$ cat config.mk
export PLATFORM = sky130hd
export DESIGN_NAME = spi_master_slave_registers
export DESIGN_NICKNAME = d
export VERILOG_FILES = /design/src/rtl/spi_pkg.sv /design/src/rtl/port_ctl_if.sv /design/src/rtl/rate_divider.sv /design/src/rtl/select_monitor.sv /design/src/rtl/spi_master_slave_registers.sv
export SDC_FILE = /design/constraint.sdc
export NUM_CORES = 1
export LEC_CHECK = 0
export BUFFER_PORTS_ARGS = -buffer_cell sky130_fd_sc_hd__buf_4
export CORE_MARGIN = 1.5
export CORE_UTILIZATION = 40
export CTS_CLUSTER_DIAMETER = 80
export CTS_CLUSTER_SIZE = 28
export DETAILED_ROUTE_END_ITERATION = 7
export MAX_ROUTING_LAYER = met4
export PLACE_DENSITY = 0.7
export SLEW_MARGIN = 30
export SYNTH_ARGS = -nofsm -noshare
export SYNTH_HDL_FRONTEND = slang
export SYNTH_SLANG_ARGS = --single-unit
$ cat constraint.sdc
create_clock -name sys_clk_i -period 6.6 [get_ports sys_clk_i]
set_input_delay 1.98 -clock sys_clk_i [delete_from_list [all_inputs] [get_ports sys_clk_i]]
set_output_delay 1.98 -clock sys_clk_i [all_outputs]
set_load 0.02 [all_outputs]
$ cat src/rtl/spi_pkg.sv
package spi_pkg;
    // Register offsets on the plain register port
    localparam logic [7:0] CTRL_ADDR = 8'h10;
    localparam logic [7:0] STAT_ADDR = 8'h11;
    localparam logic [7:0] DATA_ADDR = 8'h12;

    // Control register bit positions
    localparam int C_RXIE = 7;
    localparam int C_MSTR = 5;
    localparam int C_CLOCK_IDLE_LEVEL = 4;
    localparam int C_CLOCK_EDGE_PHASE = 3;
    localparam int C_ODRN = 2;
    localparam int C_ENAB = 1;
    localparam int C_TXIE = 0;

    // Status and control register bit positions
    localparam int S_RXF = 7;
    localparam int S_ERIE = 6;
    localparam int S_OVR = 5;
    localparam int S_FLT = 4;
    localparam int S_TXE = 3;
    localparam int S_FDEN = 2;
    localparam int S_RHI = 1;
    localparam int S_RLO = 0;

    // Reset values of the two control registers
    localparam logic [7:0] CTRL_RESET = 8'h28;
    localparam logic [7:0] STAT_RESET = 8'h08;

    // Half serial clock period in base clock cycles, per rate code
    localparam logic [7:0] DIV_00 = 8'h02;
    localparam logic [7:0] DIV_01 = 8'h08;
    localparam logic [7:0] DIV_10 = 8'h20;
    localparam logic [7:0] DIV_11 = 8'h80;

    // Transfer counts
    localparam logic [3:0] LAST_SAMPLE = 4'h7;
    localparam logic [4:0] LAST_EDGE = 5'h0f;

    typedef enum logic {IDLE, XFER} phase_t;

    // Complete state of the register block and shifter
    typedef struct packed {
        logic rx_full_irq_en;
        logic master_select;
        logic clock_idle_level;
        logic clock_edge_phase;
        logic open_drain_sel;
        logic module_enable;
        logic tx_empty_irq_en;
        logic error_irq_en;
        logic select_fault_detect_en;
        logic [1:0] rate_sel;
        logic rx_full_flag;
        logic overrun_flag;
        logic select_fault_flag;
        logic tx_empty_flag;
        logic rx_arm;
        logic ovr_arm;
        logic flt_arm;
        logic [7:0] tx_hold;
        logic [7:0] rx_hold;
        logic [7:0] shift_reg;
        logic out_bit;
        logic sh_loaded;
        phase_t phase;
        logic [4:0] edge_cnt;
        logic [3:0] smp_cnt;
        logic sck_lvl;
        logic sck_prev;
        logic [7:0] rd_data;
    } port_state_t;

    typedef struct packed {
        logic [7:0] cnt;
    } div_state_t;

    typedef struct packed {
        logic ss_prev;
    } mon_state_t;
endpackage

$ cat src/rtl/port_ctl_if.sv
`timescale 1ns/1ps
interface port_ctl_if;
    logic [1:0] rate_sel;
    logic run;
    logic tick;
    logic enable;
    logic master;
    logic detect_en;
    logic ss_n;
    logic busy;
    logic fault_set;
    logic ss_free;

    modport ctrl (
        output rate_sel, run, enable, master, detect_en, ss_n, busy,
        input tick, fault_set, ss_free
    );
    modport div (input rate_sel, run, output tick);
    modport mon (input enable, master, detect_en, ss_n, busy, output fault_set, ss_free);
endinterface

$ cat src/rtl/rate_divider.sv
`timescale 1ns/1ps
module rate_divider (
    // Clock and reset
    input wire logic sys_clk_i,
    input wire logic reset_i,
    // Control link
    port_ctl_if.div link
);
    spi_pkg::div_state_t s;
    spi_pkg::div_state_t next_s;
    logic [7:0] half;

    // Half period of the serial clock from the rate code
    always_comb begin
        unique case (link.rate_sel)
            2'b00: half = spi_pkg::DIV_00;
            2'b01: half = spi_pkg::DIV_01;
            2'b10: half = spi_pkg::DIV_10;
            2'b11: half = spi_pkg::DIV_11;
        endcase
    end

    // Toggle request every half period, giving clock / (2 x divisor)
    assign link.tick = link.run && (s.cnt == half - 8'h01);

    always_comb begin
        next_s = s;
        if (reset_i || !link.run || link.tick) begin
            next_s.cnt = 8'h00;
        end else begin
            next_s.cnt = s.cnt + 8'h01;
        end
    end

    always_ff @(posedge sys_clk_i) begin
        s <= next_s;
    end
endmodule

$ cat src/rtl/select_monitor.sv
`timescale 1ns/1ps
module select_monitor (
    // Clock and reset
    input wire logic sys_clk_i,
    input wire logic reset_i,
    // Control link
    port_ctl_if.mon link
);
    spi_pkg::mon_state_t s;
    spi_pkg::mon_state_t next_s;
    logic rose;

    assign rose = link.ss_n && !s.ss_prev;

    // Fault detection by mode; the enable only gates new faults
    always_comb begin
        link.fault_set = 1'b0;
        if (link.enable && link.detect_en) begin
            if (link.master) begin
                link.fault_set = !link.ss_n;
            end else begin
                link.fault_set = rose && link.busy;
            end
        end
    end

    // Select pin is free for general use unless the port needs it
    assign link.ss_free = !link.enable || (link.master && !link.detect_en);

    always_comb begin
        next_s = s;
        next_s.ss_prev = reset_i ? 1'b1 : link.ss_n;
    end

    always_ff @(posedge sys_clk_i) begin
        s <= next_s;
    end
endmodule

$ cat src/rtl/spi_master_slave_registers.sv
// Local design decision: the plain strobed port.
`timescale 1ns/1ps
module spi_master_slave_registers (
    // Clock and reset
    input wire logic sys_clk_i,
    input wire logic reset_i,
    // Register port
    input wire logic [7:0] addr_i,
    input wire logic [7:0] wdata_i,
    input wire logic wr_i,
    input wire logic rd_i,
    output logic [7:0] rdata_o,
    // Interrupt requests
    output logic rx_irq_o,
    output logic tx_irq_o,
    output logic err_irq_o,
    // Serial clock pin
    input wire logic sclk_i,
    output logic sclk_o,
    output logic sclk_oe_o,
    // Master-out pin
    input wire logic mosi_i,
    output logic mosi_o,
    output logic mosi_oe_o,
    // Master-in pin
    input wire logic miso_i,
    output logic miso_o,
    output logic miso_oe_o,
    // Slave select and pad control
    input wire logic ss_n_i,
    output logic ss_free_o,
    output logic pullup_en_o
);
    spi_pkg::port_state_t s;
    spi_pkg::port_state_t next_s;
    port_ctl_if link();

    // Decoded strobes and clear steps
    logic ctl_wr;
    logic st_wr;
    logic dat_wr;
    logic ctl_rd;
    logic st_rd;
    logic dat_rd;
    logic clr_rx;
    logic clr_ov;
    logic clr_flt;

    // Serial clock edges and shifter
    logic slave_act;
    logic lead;
    logic trail;
    logic smp_edge;
    logic drv_edge;
    logic din;
    logic done;
    logic [7:0] shifted;

    // Pin drive enables
    logic drive_m;
    logic drive_s;

    rate_divider u_div (
        .sys_clk_i(sys_clk_i),
        .reset_i(reset_i),
        .link(link)
    );

    select_monitor u_mon (
        .sys_clk_i(sys_clk_i),
        .reset_i(reset_i),
        .link(link)
    );

    // Control values handed to divider and select monitor
    assign link.rate_sel = s.rate_sel;
    assign link.run = s.module_enable && s.master_select && (s.phase == spi_pkg::XFER);
    assign link.enable = s.module_enable;
    assign link.master = s.master_select;
    assign link.detect_en = s.select_fault_detect_en;

    // Select monitor sees the raw pin and whether a byte is part done
    assign link.ss_n = ss_n_i;
    assign link.busy = s.smp_cnt != 4'h0;

    // Register port decode
    assign ctl_wr = wr_i && (addr_i == spi_pkg::CTRL_ADDR);
    assign st_wr = wr_i && (addr_i == spi_pkg::STAT_ADDR);
    assign dat_wr = wr_i && (addr_i == spi_pkg::DATA_ADDR);
    assign ctl_rd = rd_i && (addr_i == spi_pkg::CTRL_ADDR);
    assign st_rd = rd_i && (addr_i == spi_pkg::STAT_ADDR);
    assign dat_rd = rd_i && (addr_i == spi_pkg::DATA_ADDR);

    // Second step of the two-step clear sequences
    assign clr_rx = dat_rd && s.rx_arm;
    assign clr_ov = dat_rd && s.ovr_arm;
    assign clr_flt = ctl_wr && s.flt_arm;

    // Serial clock edges: master from its own divider ticks, slave from the pin
    assign slave_act = s.module_enable && !s.master_select && !ss_n_i;
    always_comb begin
        lead = 1'b0;
        trail = 1'b0;
        if (s.master_select) begin
            // Master edges come from its own divider ticks
            if (link.tick) begin
                lead = !s.edge_cnt[0];
                trail = s.edge_cnt[0];
            end
        end else if (slave_act) begin
            // Slave edges are seen on the pin only while selected
            lead = (s.sck_prev == s.clock_idle_level) && (sclk_i != s.clock_idle_level);
            trail = (s.sck_prev != s.clock_idle_level) && (sclk_i == s.clock_idle_level);
        end
    end

    // Phase 0 samples on the leading edge, phase 1 on the trailing one
    assign smp_edge = s.clock_edge_phase ? trail : lead;
    assign drv_edge = s.clock_edge_phase ? lead : trail;
    assign din = s.master_select ? miso_i : mosi_i;
    assign shifted = {s.shift_reg[6:0], din};
    assign done = s.module_enable && smp_edge && (s.smp_cnt == spi_pkg::LAST_SAMPLE);

    always_comb begin
        next_s = s;
        // Read data idles at zero; pin history follows the clock pin
        next_s.rd_data = 8'h00;
        next_s.sck_prev = sclk_i;

        // Register reads answer in the next cycle only; unmapped reads give zero
        if (ctl_rd) begin
            next_s.rd_data[spi_pkg::C_RXIE] = s.rx_full_irq_en;
            next_s.rd_data[spi_pkg::C_MSTR] = s.master_select;
            next_s.rd_data[spi_pkg::C_CLOCK_IDLE_LEVEL] = s.clock_idle_level;
            next_s.rd_data[spi_pkg::C_CLOCK_EDGE_PHASE] = s.clock_edge_phase;
            next_s.rd_data[spi_pkg::C_ODRN] = s.open_drain_sel;
            next_s.rd_data[spi_pkg::C_ENAB] = s.module_enable;
            next_s.rd_data[spi_pkg::C_TXIE] = s.tx_empty_irq_en;
        end
        if (st_rd) begin
            next_s.rd_data[spi_pkg::S_RXF] = s.rx_full_flag;
            next_s.rd_data[spi_pkg::S_ERIE] = s.error_irq_en;
            next_s.rd_data[spi_pkg::S_OVR] = s.overrun_flag;
            next_s.rd_data[spi_pkg::S_FLT] = s.select_fault_flag;
            next_s.rd_data[spi_pkg::S_TXE] = s.tx_empty_flag;
            next_s.rd_data[spi_pkg::S_FDEN] = s.select_fault_detect_en;
            next_s.rd_data[spi_pkg::S_RHI] = s.rate_sel[1];
            next_s.rd_data[spi_pkg::S_RLO] = s.rate_sel[0];
            // First step: remember which flags this read saw set
            next_s.rx_arm = s.rx_full_flag;
            next_s.ovr_arm = s.overrun_flag;
            next_s.flt_arm = s.select_fault_flag;
        end
        if (dat_rd) begin
            next_s.rd_data = s.rx_hold;
            next_s.rx_arm = 1'b0;
            next_s.ovr_arm = 1'b0;
        end

        // Clears first, so any set further down wins
        if (clr_rx) begin
            next_s.rx_full_flag = 1'b0;
        end
        if (clr_ov) begin
            next_s.overrun_flag = 1'b0;
        end
        if (ctl_wr) begin
            next_s.flt_arm = 1'b0;
            if (clr_flt) begin
                next_s.select_fault_flag = 1'b0;
            end
        end

        // Control register write
        if (ctl_wr) begin
            next_s.rx_full_irq_en = wdata_i[spi_pkg::C_RXIE];
            next_s.master_select = wdata_i[spi_pkg::C_MSTR];
            next_s.clock_idle_level = wdata_i[spi_pkg::C_CLOCK_IDLE_LEVEL];
            next_s.clock_edge_phase = wdata_i[spi_pkg::C_CLOCK_EDGE_PHASE];
            next_s.open_drain_sel = wdata_i[spi_pkg::C_ODRN];
            next_s.module_enable = wdata_i[spi_pkg::C_ENAB];
            next_s.tx_empty_irq_en = wdata_i[spi_pkg::C_TXIE];
        end

        // Status and control register write; flags are read-only
        if (st_wr) begin
            next_s.error_irq_en = wdata_i[spi_pkg::S_ERIE];
            next_s.select_fault_detect_en = wdata_i[spi_pkg::S_FDEN];
            next_s.rate_sel = {wdata_i[spi_pkg::S_RHI], wdata_i[spi_pkg::S_RLO]};
        end

        // Data write fills the transmit holding register only
        if (dat_wr) begin
            next_s.tx_hold = wdata_i;
            next_s.tx_empty_flag = 1'b0;
        end

        if (!s.module_enable) begin
            // Disabled: shifter parked, control bits and sticky flags kept
            next_s.phase = spi_pkg::IDLE;
            next_s.edge_cnt = 5'h00;
            next_s.smp_cnt = 4'h0;
            next_s.sh_loaded = 1'b0;
            next_s.tx_empty_flag = 1'b1;
            next_s.sck_lvl = s.clock_idle_level;
        end else begin
            // Slave with select high ignores the clock and drops a partial byte
            if (!s.master_select && ss_n_i) begin
                next_s.smp_cnt = 4'h0;
            end

            // Sample edge shifts one bit in; drive edge presents the next bit out
            if (smp_edge) begin
                next_s.shift_reg = shifted;
                next_s.smp_cnt = s.smp_cnt + 4'h1;
            end
            if (drv_edge) begin
                next_s.out_bit = s.shift_reg[7];
            end

            // Master clock toggles on each tick and returns to idle after sixteen edges
            if (s.master_select) begin
                if (s.phase == spi_pkg::XFER) begin
                    if (link.tick) begin
                        next_s.sck_lvl = !s.sck_lvl;
                        next_s.edge_cnt = s.edge_cnt + 5'h01;
                        if (s.edge_cnt == spi_pkg::LAST_EDGE) begin
                            // Sixteenth edge ends the frame and frees the shifter
                            next_s.phase = spi_pkg::IDLE;
                            next_s.sh_loaded = 1'b0;
                        end
                    end
                end else begin
                    next_s.sck_lvl = s.clock_idle_level;
                end
            end else begin
                next_s.phase = spi_pkg::IDLE;
                next_s.sck_lvl = s.clock_idle_level;
            end

            // Eighth sample completes the byte
            if (done) begin
                next_s.smp_cnt = 4'h0;
                if (!s.master_select) begin
                    next_s.sh_loaded = 1'b0;
                end
                // Unread byte: keep it, drop the new one, flag the overrun
                if (s.rx_full_flag && !clr_rx) begin
                    next_s.overrun_flag = 1'b1;
                end else begin
                    next_s.rx_hold = shifted;
                    next_s.rx_full_flag = 1'b1;
                end
            end

            // Pending transmit byte moves to the shifter when it is free
            if (!s.tx_empty_flag && !s.sh_loaded) begin
                if (s.master_select ? (s.phase == spi_pkg::IDLE)
                        : (s.smp_cnt == 4'h0 && !lead && !trail)) begin
                    next_s.shift_reg = s.tx_hold;
                    next_s.out_bit = s.tx_hold[7];
                    next_s.sh_loaded = 1'b1;
                    next_s.tx_empty_flag = 1'b1;
                    if (s.master_select) begin
                        next_s.phase = spi_pkg::XFER;
                        next_s.edge_cnt = 5'h00;
                    end
                end
            end
        end

        // Select fault is sticky and beats a coincident clear
        if (link.fault_set) begin
            next_s.select_fault_flag = 1'b1;
        end

        // Synchronous reset; holding registers keep their contents
        if (reset_i) begin
            next_s = '0;
            next_s.tx_hold = s.tx_hold;
            next_s.rx_hold = s.rx_hold;
            next_s.rx_full_irq_en = spi_pkg::CTRL_RESET[spi_pkg::C_RXIE];
            next_s.master_select = spi_pkg::CTRL_RESET[spi_pkg::C_MSTR];
            next_s.clock_idle_level = spi_pkg::CTRL_RESET[spi_pkg::C_CLOCK_IDLE_LEVEL];
            next_s.clock_edge_phase = spi_pkg::CTRL_RESET[spi_pkg::C_CLOCK_EDGE_PHASE];
            next_s.open_drain_sel = spi_pkg::CTRL_RESET[spi_pkg::C_ODRN];
            next_s.module_enable = spi_pkg::CTRL_RESET[spi_pkg::C_ENAB];
            next_s.tx_empty_irq_en = spi_pkg::CTRL_RESET[spi_pkg::C_TXIE];
            next_s.tx_empty_flag = spi_pkg::STAT_RESET[spi_pkg::S_TXE];
            next_s.sck_prev = 1'b0;
            next_s.phase = spi_pkg::IDLE;
        end
    end

    always_ff @(posedge sys_clk_i) begin
        s <= next_s;
    end

    // Interrupt requests from flags gated by their enables
    assign rx_irq_o = s.rx_full_flag && s.rx_full_irq_en;
    assign tx_irq_o = s.tx_empty_flag && s.tx_empty_irq_en;
    assign err_irq_o = (s.overrun_flag || s.select_fault_flag) && s.error_irq_en;

    // Pin drive; open drain only pulls low, the pad resolves the high level
    assign drive_m = s.module_enable && s.master_select;
    assign drive_s = slave_act;
    assign sclk_o = s.sck_lvl;
    assign mosi_o = s.out_bit;
    assign miso_o = s.out_bit;

    // Enables; in open drain a high level is left to the pad
    assign sclk_oe_o = drive_m && (!s.open_drain_sel || !s.sck_lvl);
    assign mosi_oe_o = drive_m && (!s.open_drain_sel || !s.out_bit);
    assign miso_oe_o = drive_s && (!s.open_drain_sel || !s.out_bit);

    // Pad pullups, select pin status and read data
    assign pullup_en_o = !s.open_drain_sel;
    assign ss_free_o = link.ss_free;
    assign rdata_o = s.rd_data;
endmodule

Yosys cells after proc, flatten, opt, wreduce, memory -nomap -nowiden

Index checks and enable logic that the tools add are counted.

Word-level logic and storage cells: 168
Flip-flop bits (word level): 73

Eq/ne operators: 14
Reduce and logical (&&, ||, !) cells: 67
Bitwise logic cells: 4
Mux-type cells: 49
Add/subtract/negate cells: 4

Operator list:

| kind                                                | number |
|---|---|
| logical AND 1 bit                                   | 33 |
| 2-to-1 mux 1 bit                                    | 32 |
| 2-to-1 mux 16 bit                                   | 2 |
| case mux 8 bit (4 select lines)                     | 1 |
| equality test 8 x 5 -> 1 bit, second input constant | 3 |
| 2-to-1 mux 8 bit                                    | 3 |
| 2-to-1 mux 7 bit                                    | 3 |
| logical NOT 1 bit                                   | 15 |
| 2-to-1 mux 6 bit                                    | 2 |
| adder 8 x 1 -> 8 bit, second input constant         | 1 |
| equality test 8 bit                                 | 1 |
| 2-to-1 mux 4 bit                                    | 2 |
| subtractor 8 x 1 -> 8 bit, second input constant    | 1 |
| logical OR 1 bit                                    | 6 |
| 2-to-1 mux 2 bit                                    | 3 |
| nonzero test 2 bit                                  | 3 |
| OR reduction 2 bit                                  | 3 |
| adder 5 x 1 -> 5 bit, second input constant         | 1 |
| equality test 5 x 4 -> 1 bit, second input constant | 1 |
| 2-to-1 mux 5 bit                                    | 1 |
| adder 4 x 1 -> 4 bit, second input constant         | 1 |
| equality test 2 bit, second input constant          | 2 |
| equality test 4 x 3 -> 1 bit, second input constant | 1 |
| logical NOT 4 bit                                   | 1 |
| 10 further kinds                                    | 16 |

Depth between registers and ports, before layout

Gate-level depths: netlist (run 1).

Depth after elaboration: 13
Gate-level depth with buffers: 10
Gate-level depth less buffers: 9

Modules after synthesis

A second synthesis (run 1) with hierarchy kept.

Cell total of the unflattened synthesis: 379
Area total of the unflattened synthesis: 3,572.2 µm²

Modules (own cells, without submodules):

| module                     | cells an instance | times used | area each (µm²) |
|---|---|---|---|
| spi_master_slave_registers | 319               | 1          | 3,065.4 |
| rate_divider               | 52                | 1          | 445.4 |
| select_monitor             | 8                 | 1          | 61.3 |

Least setup slack after synthesis (run 1)

OpenSTA, ideal clock, no wires.

Kind: input port to output port
Start: in ss_n_i
End: out miso_oe_o
Slack: 1.860 ns
Stages: 2
Data arrival time: 2.760 ns
Buffers on the path: 0
Required time: 4.620 ns
Cells stage by stage: nor3b_1 -> a21boi_0

Cells in the longest elaborated chain, start to end: 3

Ends and longest elaborated chain:

| item              | line                              | text |
|---|---|---|
| start, declared   | spi_master_slave_registers.sv:30  | `input wire logic ss_n_i,` |
| logical NOT 1 bit | spi_master_slave_registers.sv:100 | `assign slave_act = s.module_enable && !s.master_select && !ss_n_i;` |
| logical AND 1 bit | spi_master_slave_registers.sv:100 |  |
| logical AND 1 bit | spi_master_slave_registers.sv:314 | `assign miso_oe_o = drive_s && (!s.open_drain_sel \|\| !s.out_bit);` |
| end, declared     | spi_master_slave_registers.sv:28  | `output logic miso_oe_o,` |

Every way passes these cells.

Worst setup path in the final report (run 1)

Same ends and word-level chain as after synthesis.

==> metrics, run 1 <==
P&R area growth vs syn=16.9%; number of synthesized flops with an enable pin=16; R2R Setup Slk=3.53 ns; final setup violating endpoints=0; non-filler cells in the finished layout=about 480; Core Region=roughly 0.0081 sq mm; Post-route DRC=0; DR vias/cell=around 5.5; post-synthesis cell area=around 0.0033 sq mm; share of flip-flops with an asynchronous set or reset=0%; H-tree Lvls=3; Worst Setup End Kind=primary output; global route overflow=0; RSZ-0062 raised after global routing=false; flops & latches, synth=73; average cell area after synthesis=9.85 sq um; pin count of the biggest net entering global routing=38; synth top area cells=dfxtp_1 34%, edfxtp_1 14%, mux2i_1 3.9%; worst-margin pin slew=a little under 0.8 ns; min cycle time layout=4.88 ns; fraction of power spent switching nets=about 22%; Starting Density=just over 40%; Clk pwr share=42.7%; combinational power share=under 10%; Lkg Pwr=about 1.4 nW; Post-Syn Nets=370; cts bufs inserted=9; Wirelength per Cell=approximately 15 microns; max cap viols=0; Clock Path Buffers=2; final WL=7480 microns; top-count cell post-synth=dfxtp_1; CTS sink cnt=73; WP data arrival=approximately 2.9 ns; crit path kind=input pin to primary output; Die Span X=~94 microns; internal power=~650 uW; Total Neg Setup Slack=0 ns; pwr dens=~220 mW/mm^2; I/O Pins=43; Clk Tree Root Cell=clkbuf_8; n_diodes=0; Worst-path clk slew=about 0.080 ns; Seq/Total Area, Yosys=about half; Synthesis Warnings=0; synth unique cells=62; pre-CTS setup slack=about 1.8 ns; FMAX=between 0.2 and 0.25 GHz; placed cells=about 470; Final Util=48.0%; row count=33; Worst VDD drop=between 0.1 and 0.15 mV; Crit Path Max Fanout=4; Nets=between 400 and 500; Die Y=94.4 microns; Layout Skew=between 0.01 and 0.015 ns; overall global routing resource usage=between 15 and 20%; Gate Count Post-Synth=approximately 340; Starting DRT DRC Count=between 150 and 200; min-delay worst type=flop to flop; post-CTS sizing=0; switching pwr=~190 uW; part of the cycle the worst path needs=about three quarters; first-pass GRT wire length=between 10000 and 15000 microns; Post-CTS Repair Setup Buffers=0; Reg power frac=between 50% and 60%; Routed Antenna Nets=0; total die area=a little under 0.009 sq mm; outcome=finished, final reports clean; layout cells sized above 1=between 20% and 30%; list of most frequent post-synthesis cells=57 x dfxtp_1, 31 x nor2_1, 25 x nand2_1; critical path startpoint category=input pin; total number of vias=~2700; final hold vios=0; Final Max Slew Viols=0; # port buffers=42; TritonCTS clock tree=yes; Worst Setup Slack, final=around 1.7 ns; total power=around 840 uW; DRT Pass-1 Iters=4; initial antenna violation count=0; Post-synth top flop=dfxtp_1; CP Data Required Time=approximately 4.6 ns; Slew HR=around half; Fill cells=749; hold buffer count at cts=0; leading area contributor after synthesis=dfxtp_1; Synth top area share=between 30% and 40%; DPL Wire Length=around 5300 microns; number of global-route vias before repair=roughly 2500; Final Wtd Congestion=0.822; Skew-Pair Late Insertion Delay=around 0.35 ns
power groups by stage:
| stage | Combinational, mW | Sequential (mW) | Clock [mW] |
|---|---|---|---|
| 2_1_floorplan | 0.00993 | 0.466 | 0 |
| 3_3_place_gp | 0.0244 | 0.466 | 0 |
| 3_5_place_dp | 0.0251 | 0.466 | 0 |
| 4_1_cts | 0.0254 | 0.456 | 0.364 |
| 5_1_grt | 0.0278 | 0.456 | 0.385 |
| 6_report | 0.0254 | 0.456 | 0.358 |
state kept, by name, summed over array words and instances, names as in the netlist:
register / flops
link.enable: 1
miso_o: 1
link.master: 1
u_div.s: 8
rdata_o: 8
sclk_o: 1
s: 49
link.rate_sel: 2
u_mon.s: 1
link.detect_en: 1
cells by family after synthesis:
group | after synthesis | synth area share, %
flip-flops | 73 | 48.6
buffers and inverters | 42 | 5.99
AND/OR/NAND/NOR | 113 | 17.7
AO/OA/AOI/OAI | 82 | 18.8
adder cells (fa/ha/maj) | 7 | 2.62
XOR/XNOR | 8 | 2.10
multiplexers | 14 | 4.23
stage by stage:
stage / area, sq um / hold slack [ns]
3_5_place_dp: 3690 / 0.455
3_3_place_gp: 3690 / 0.451
2_1_floorplan: 3340 / 0.432
6_report: 3900 / 0.471
4_1_cts: 3900 / 0.466
5_1_grt: 3900 / 0.483
critical path, stage by stage:
cell and delay, ns:
buf_4 0.12, nor3b_1 0.31, a21boi_0 0.30, buf_4 0.19
final timing paths:
| kind | start | endpoint | depth (start not counted) |
|---|---|---|---|
| worst min-delay path | s[27]$_SDFFE_PP0P_ | s[36]$_DFFE_PP_ | 0 |
| worst max register to register | link.enable$_SDFFE_PP0P_ | s[35]$_DFFE_PP_ | 9 |
| worst max-delay path | ss_n_i | miso_oe_o | 4 |
| worst min register to register | s[27]$_SDFFE_PP0P_ | s[36]$_DFFE_PP_ | 0 |
per-layer routing:
layer	up-vias	share of wire (%)	track usage (%)
li1	1293	-	-
met1	1276	47	23.9
met2	95	45	28.8
met3	14	5.7	4.59
met4	0	1.7	5.60
met5	-	0	-
final cells by class:
cell class                      count  area [sq um]  share of cell area [%]
Clock inverter                      6          66.3                    1.70
Multi-Input combinational cell    224          1530                    39.2
Tap cell                          105           131                    3.37
Sequential cell                    73          1620                    41.6
Timing Repair Buffer               45           338                    8.66
Clock buffer                       10           138                    3.53
Inverter                           21          78.8                    2.02
layout by cell type, fill, tap and decap left out, drive strengths merged, types with 3 or more instances in the layout:
master,synthesis,final
o21a,3,3
and3,4,4
nand3,14,14
clkinvlp,0,3
edfxtp,16,16
dfxtp,57,57
clkbuf,5,10
nand2,25,25
a22oi,6,6
a21boi,4,4
or3,5,5
a21oi,22,22
inv,21,22
xor2,4,4
buf,16,45
nor3,6,6
nor2,31,31
mux2i,13,13
nand2b,4,4
o211ai,5,5
o21ai,8,8
o221a,8,8
a32oi,4,4
ha,7,7
nor4,3,3
nor3b,3,3
a31oi,10,10
and2,3,3
xnor2,4,4
Power figures use the tool's default switching activity.
==> run 2, diff against run 1 <==
PLACE_DENSITY = 0.72   (was 0.7)
clock period = 4.13 ns   (was 6.6 ns; I/O delays follow)
==> run 2 against run 1 <==
Net effect: final cell count grew 0.41%; first-iteration DRC count shrank 11%; total power grew 65%; largest power group unchanged; design area grew 0.71%; wire length shrank 2.7%; die area is the same.
==> metrics, run 2 (synthesis gave the netlist of run 1 again) <==
Final Max Slew Viols=0; max reg flops=49; Nets=between 400 and 500; R2R Setup Slk=~1.3 ns; hold buffer count at cts=0; DPL Wire Length=between 5000 and 6000 microns; min cycle time layout=around 3.4 ns; H-tree Lvls=3; FF-to-FF path depth=11; CTS sink cnt=between 70 and 80; total number of vias=roughly 2600; WP data arrival=roughly 2.1 ns; Routed Antenna Nets=0; min-delay worst type=flop to flop; row count=33; placed cells=470; cell repeated most along the worst path=buf_4; crit path kind=input pin to primary output; Clk Tree Root Cell=clkbuf_8; number of global-route vias before repair=~2400; Worst-path clk slew=around 0.07 ns; non-filler cells in the finished layout=a little under 500; first-pass GRT wire length=12000 microns; hold depth=0; overall global routing resource usage=a little under a fifth; finished layout cell area=0.00393 sq mm; final setup violating endpoints=0; most frequent cells in the layout=57 x dfxtp_1, 47 x buf_4, 31 x nor2_1; CP Data Required Time=between 2 and 3 ns; outcome=finished, final reports clean; worst r2r dst=s[32]$_DFFE_PP_; Clock Path Buffers=2; DRT Pass-1 Iters=4; crit-path cells=buf_4, nor3b_1, a21boi_0, buf_4; FF-to-FF Start=u_div.s[3]$_SDFF_PP0_; critical path startpoint category=input pin; I/O Pins=43; initial antenna violation count=0; Lkg Pwr=1.45 nW; Placement Cell Area=approximately 0.0037 sq mm; RSZ-0062 raised after global routing=false; DR vias/cell=5.33; pwr dens=between 300 and 400 mW/mm^2; # port buffers=42; TritonCTS clock tree=yes; post-CTS sizing=0; Starting DRT DRC Count=about 160; total die area=~0.0089 sq mm; Top delay family on crit path=simple AND/OR/NAND/NOR gates; P&R area growth vs syn=17.7%; pin count of the biggest net entering global routing=38; Worst Hold End=s[34]$_DFFE_PP_; Die Y=94.4 microns; Worst VDD drop=between 0.15 and 0.2 mV; part of the cycle the worst path needs=81.5%; Die Span X=94.4 microns; Top reg by flops=s; FMAX=about 0.30 GHz; final hold vios=0; Skew-Pair Late Insertion Delay=around 0.35 ns; Fill cells=747; WP buf/inv=2; min-delay src=s[25]$_SDFFE_PP0P_; n_diodes=0; Slew HR=a little over half; Wirelength per Cell=~15 microns; final WL=just over 7000 microns; Total Neg Setup Slack=0 ns; max cap viols=0; worst hold margin=around 0.47 ns; worst-margin pin slew=between 0.6 and 0.7 ns; layout cells sized above 1=between 20 and 25%; Crit Path Max Fanout=4; commonest non-fill, non-tap cell in the layout=dfxtp_1; Post-CTS Repair Setup Buffers=0; Post-route DRC=0; critical path's slowest cell=nor3b_1; global route overflow=0; Final Wtd Congestion=slightly below 0.9; cts bufs inserted=9; Core Region=approximately 0.008 sq mm; Starting Density=between 40 and 50%; largest stage delay on the critical path=roughly 0.36 ns; Worst Setup End Kind=primary output; Layout Skew=0.00588 ns
[run 2: changes by cell type in the layout (fill, tap and decap cells not counted)]
cell / delta
nor3_1: +1
clkbuf_1: +2
clkinv_4: +1
clkinvlp_4: -2
buf_4: +2
nor3_2: -1
clkinv_2: -1
inv_6: -1
bufinv_16: +1
[run 2: cell type report]
class	count	area, sq um	share of cell area (%)
Multi-Input combinational cell	224	1520	38.8
Timing Repair Buffer	47	353	8.98
Tap cell	105	131	3.34
Clock inverter	4	76.3	1.94
Inverter	21	78.8	2.01
Sequential cell	73	1620	41.3
Clock buffer	12	145	3.69
[run 2: routing by layer]
layer  global-route usage (%)  vias to the layer above  part of all wire (%)
met5                        -                        -                     0
met4                     7.21                        0                   1.5
met3                     3.78                        9                   5.1
met2                     28.2                       67                    46
met1                     23.7                     1216                    47
li1                         -                     1299                     -
[run 2: power breakdown]
| part | leakage [nW] | internal, mW | total (mW) | switching, mW |
|---|---|---|---|---|
| clock | 0.107 | 0.358 | 0.620 | 0.262 |
| sequential | 0.589 | 0.728 | 0.729 | 0.00111 |
| combinational | 0.756 | 0.0201 | 0.0395 | 0.0194 |
| total | 1.45 | 1.11 | 1.39 | 0.282 |
[run 2: how the worst max path moves through the flow]
stage          startpoint   endpoint  slack [ns]  cells past startpoint
3_3_place_gp       ss_n_i  miso_oe_o        0.78                      4
5_1_grt            ss_n_i  miso_oe_o        0.64                      4
4_1_cts            ss_n_i  miso_oe_o        0.78                      4
2_1_floorplan      ss_n_i  miso_oe_o        0.87                      2
3_5_place_dp       ss_n_i  miso_oe_o        0.79                      4
6_report           ss_n_i  miso_oe_o        0.76                      4
[run 2: metrics by stage]
step	util [%]	power (mW)	worst slack, ns
CTS	48.3	1.40	0.782
global route	48.3	1.43	0.643
global placement	45.6	0.784	0.778
finish	48.3	1.39	0.765
floorplan	-	0.761	0.872
detailed placement	45.6	0.785	0.792
==> run 3, diff against run 2 <==
PLACE_DENSITY = 0.7   (was 0.72)
clock period = 3.1 ns   (was 4.13 ns; I/O delays follow)
==> run 3 against run 2 <==
Net effect: total power is 44% higher; worst hold slack gained 0.0027 ns; critical path type unchanged; largest cell class unchanged; count of clock-buffer cells in the layout is the same; register-to-register slack got worse by 1.0 ns; worst setup slack got worse by 0.54 ns; critical endpoint unchanged; largest power group unchanged; final cell count grew 0.62%.
==> metrics, run 3 (synthesis gave the netlist of run 1 again) <==
outcome=finished, final reports clean; Final Max Slew Viols=0; Clock Path Buffers=2; switching pwr=370 uW; Layout Skew=0.00512 ns; R2R Setup Slk=between 0.2 and 0.3 ns; Skew-Pair Late Insertion Delay=approximately 0.34 ns; global route overflow=0; worst hold margin=0.470 ns; Total Neg Setup Slack=0 ns; hold buffer count at cts=0; critical path startpoint category=input pin; Top delay family on crit path=compound AO/OA/AOI/OAI gates; Routed Antenna Nets=0; crit path kind=input pin to primary output; Reg power frac=roughly half; final hold vios=0; H-tree Lvls=3; part of the cycle the worst path needs=between 90% and 100%; worst r2r dst=s[22]$_SDFFE_PP0P_; FF-to-FF Start=link.rate_sel[1]$_SDFFE_PP0P_; Placement Cell Area=0.00373 sq mm; Clk Tree Root Cell=clkbuf_8; Post-CTS Repair Setup Buffers=0; Core Region=around 0.0081 sq mm; DR vias/cell=5.35; layout cells sized above 1=~23%; finished layout cell area=about 0.004 sq mm; min cycle time layout=~2.9 ns; DPL Wire Length=roughly 5300 microns; final WL=between 7000 and 8000 microns; CP Data Required Time=roughly 2.2 ns; post-CTS sizing=0; Starting Density=41.1%; DRT Pass-1 Iters=4; Worst VDD drop=0.308 mV; Critical Path Stages=4; Post-route DRC=0; n_diodes=0; commonest non-fill, non-tap cell in the layout=dfxtp_1; max reg flops=approximately 50; Die Y=roughly 94 microns; cts bufs inserted=9; Lkg Pwr=~1.5 nW; WP data arrival=1.95 ns; combinational power share=under 10%; WP buf/inv=2; Worst Setup Slack, final=approximately 0.22 ns; Clk pwr share=between 40% and 50%; FMAX=about 0.35 GHz; fraction of power spent switching nets=a little under a fifth; Final Wtd Congestion=0.853; number of global-route vias before repair=between 2000 and 2500; max cap viols=0; hold depth=0; Worst-path clk slew=~0.07 ns; # port buffers=42; FF-to-FF path depth=9; CTS sink cnt=between 70 and 80; I/O Pins=43; Setup crit end=miso_oe_o; Crit Path Max Fanout=4; P&R area growth vs syn=19.9%; Starting DRT DRC Count=~210; total die area=0.00891 sq mm; pre-CTS setup slack=0.294 ns; most frequent cells in the layout=57 x dfxtp_1, 50 x buf_4, 31 x nor2_1; crit-path cells=buf_4, nor3b_1, a21boi_0, buf_4; Nets=slightly above 400; Die Span X=94.4 microns; final setup violating endpoints=0; initial antenna violation count=0; largest stage delay on the critical path=0.38 ns; pin count of the biggest net entering global routing=38; cell repeated most along the worst path=buf_4; Wirelength per Cell=roughly 15 microns; first-pass GRT wire length=12200 microns; total power=1.99 mW; critical path's slowest cell=a21boi_0; internal power=~1.6 mW; row count=33; RSZ-0062 raised after global routing=false; min-delay worst type=flop to flop; worst-margin pin slew=about 0.48 ns; total number of vias=between 2000 and 3000; crit path launch=ss_n_i; Worst Setup End Kind=primary output; overall global routing resource usage=approximately a fifth; TritonCTS clock tree=yes; Slew HR=between 60% and 70%; pwr dens=between 400 and 500 mW/mm^2; Top reg by flops=s
## run 3: metrics by stage
stage / utilization [%] / instances
2_1_floorplan: - / 339
4_1_cts: 49.2 / 489
3_3_place_gp: 45.9 / 473
3_5_place_dp: 45.9 / 473
6_report: 49.2 / 489
5_1_grt: 49.2 / 489
## run 3: layout make-up
cell class / count / area [sq um]
clock buffer: 12 / 176
clock inverter: 4 / 95.1
fill: 758 / 4130
inverter: 21 / 78.8
multi-input combinational: 224 / 1520
sequential: 73 / 1620
tap: 105 / 131
timing repair buffer: 50 / 375
## run 3: how the worst min path moves through the flow
stage / start / to
global placement: s[22]$_SDFFE_PP0P_ / s[31]$_DFFE_PP_
floorplan: s[22]$_SDFFE_PP0P_ / s[31]$_DFFE_PP_
detailed placement: s[25]$_SDFFE_PP0P_ / s[34]$_DFFE_PP_
global route: s[24]$_SDFFE_PP0P_ / s[33]$_DFFE_PP_
finish: s[23]$_SDFFE_PP0P_ / s[32]$_DFFE_PP_
CTS: s[25]$_SDFFE_PP0P_ / s[34]$_DFFE_PP_
## run 3: power groups by stage
stage,Clock (mW),Combinational [mW],Sequential [mW]
4_1_cts,0.986,0.0539,0.971
2_1_floorplan,0,0.0211,0.992
3_3_place_gp,0,0.0527,0.993
6_report,0.968,0.0537,0.971
5_1_grt,1.03,0.0585,0.971
3_5_place_dp,0,0.0533,0.993
## run 3: metal layers
metal  routed length (microns)  GRT usage, %
met5                         0             -
met4                       159          7.46
met3                       470          4.67
met2                      3350          28.5
met1                      3480          23.9
## run 3: worst register-to-register path: stages, from the launching register on
cell and delay [ns]:
dfxtp_1 0.39, or3_1 0.39, a21oi_1 0.31, o211ai_4 0.17, inv_1 0.14, ha_1 0.18
nand2_1 0.08, a32oi_1 0.37, nand3_1 0.31, o221a_2 0.36
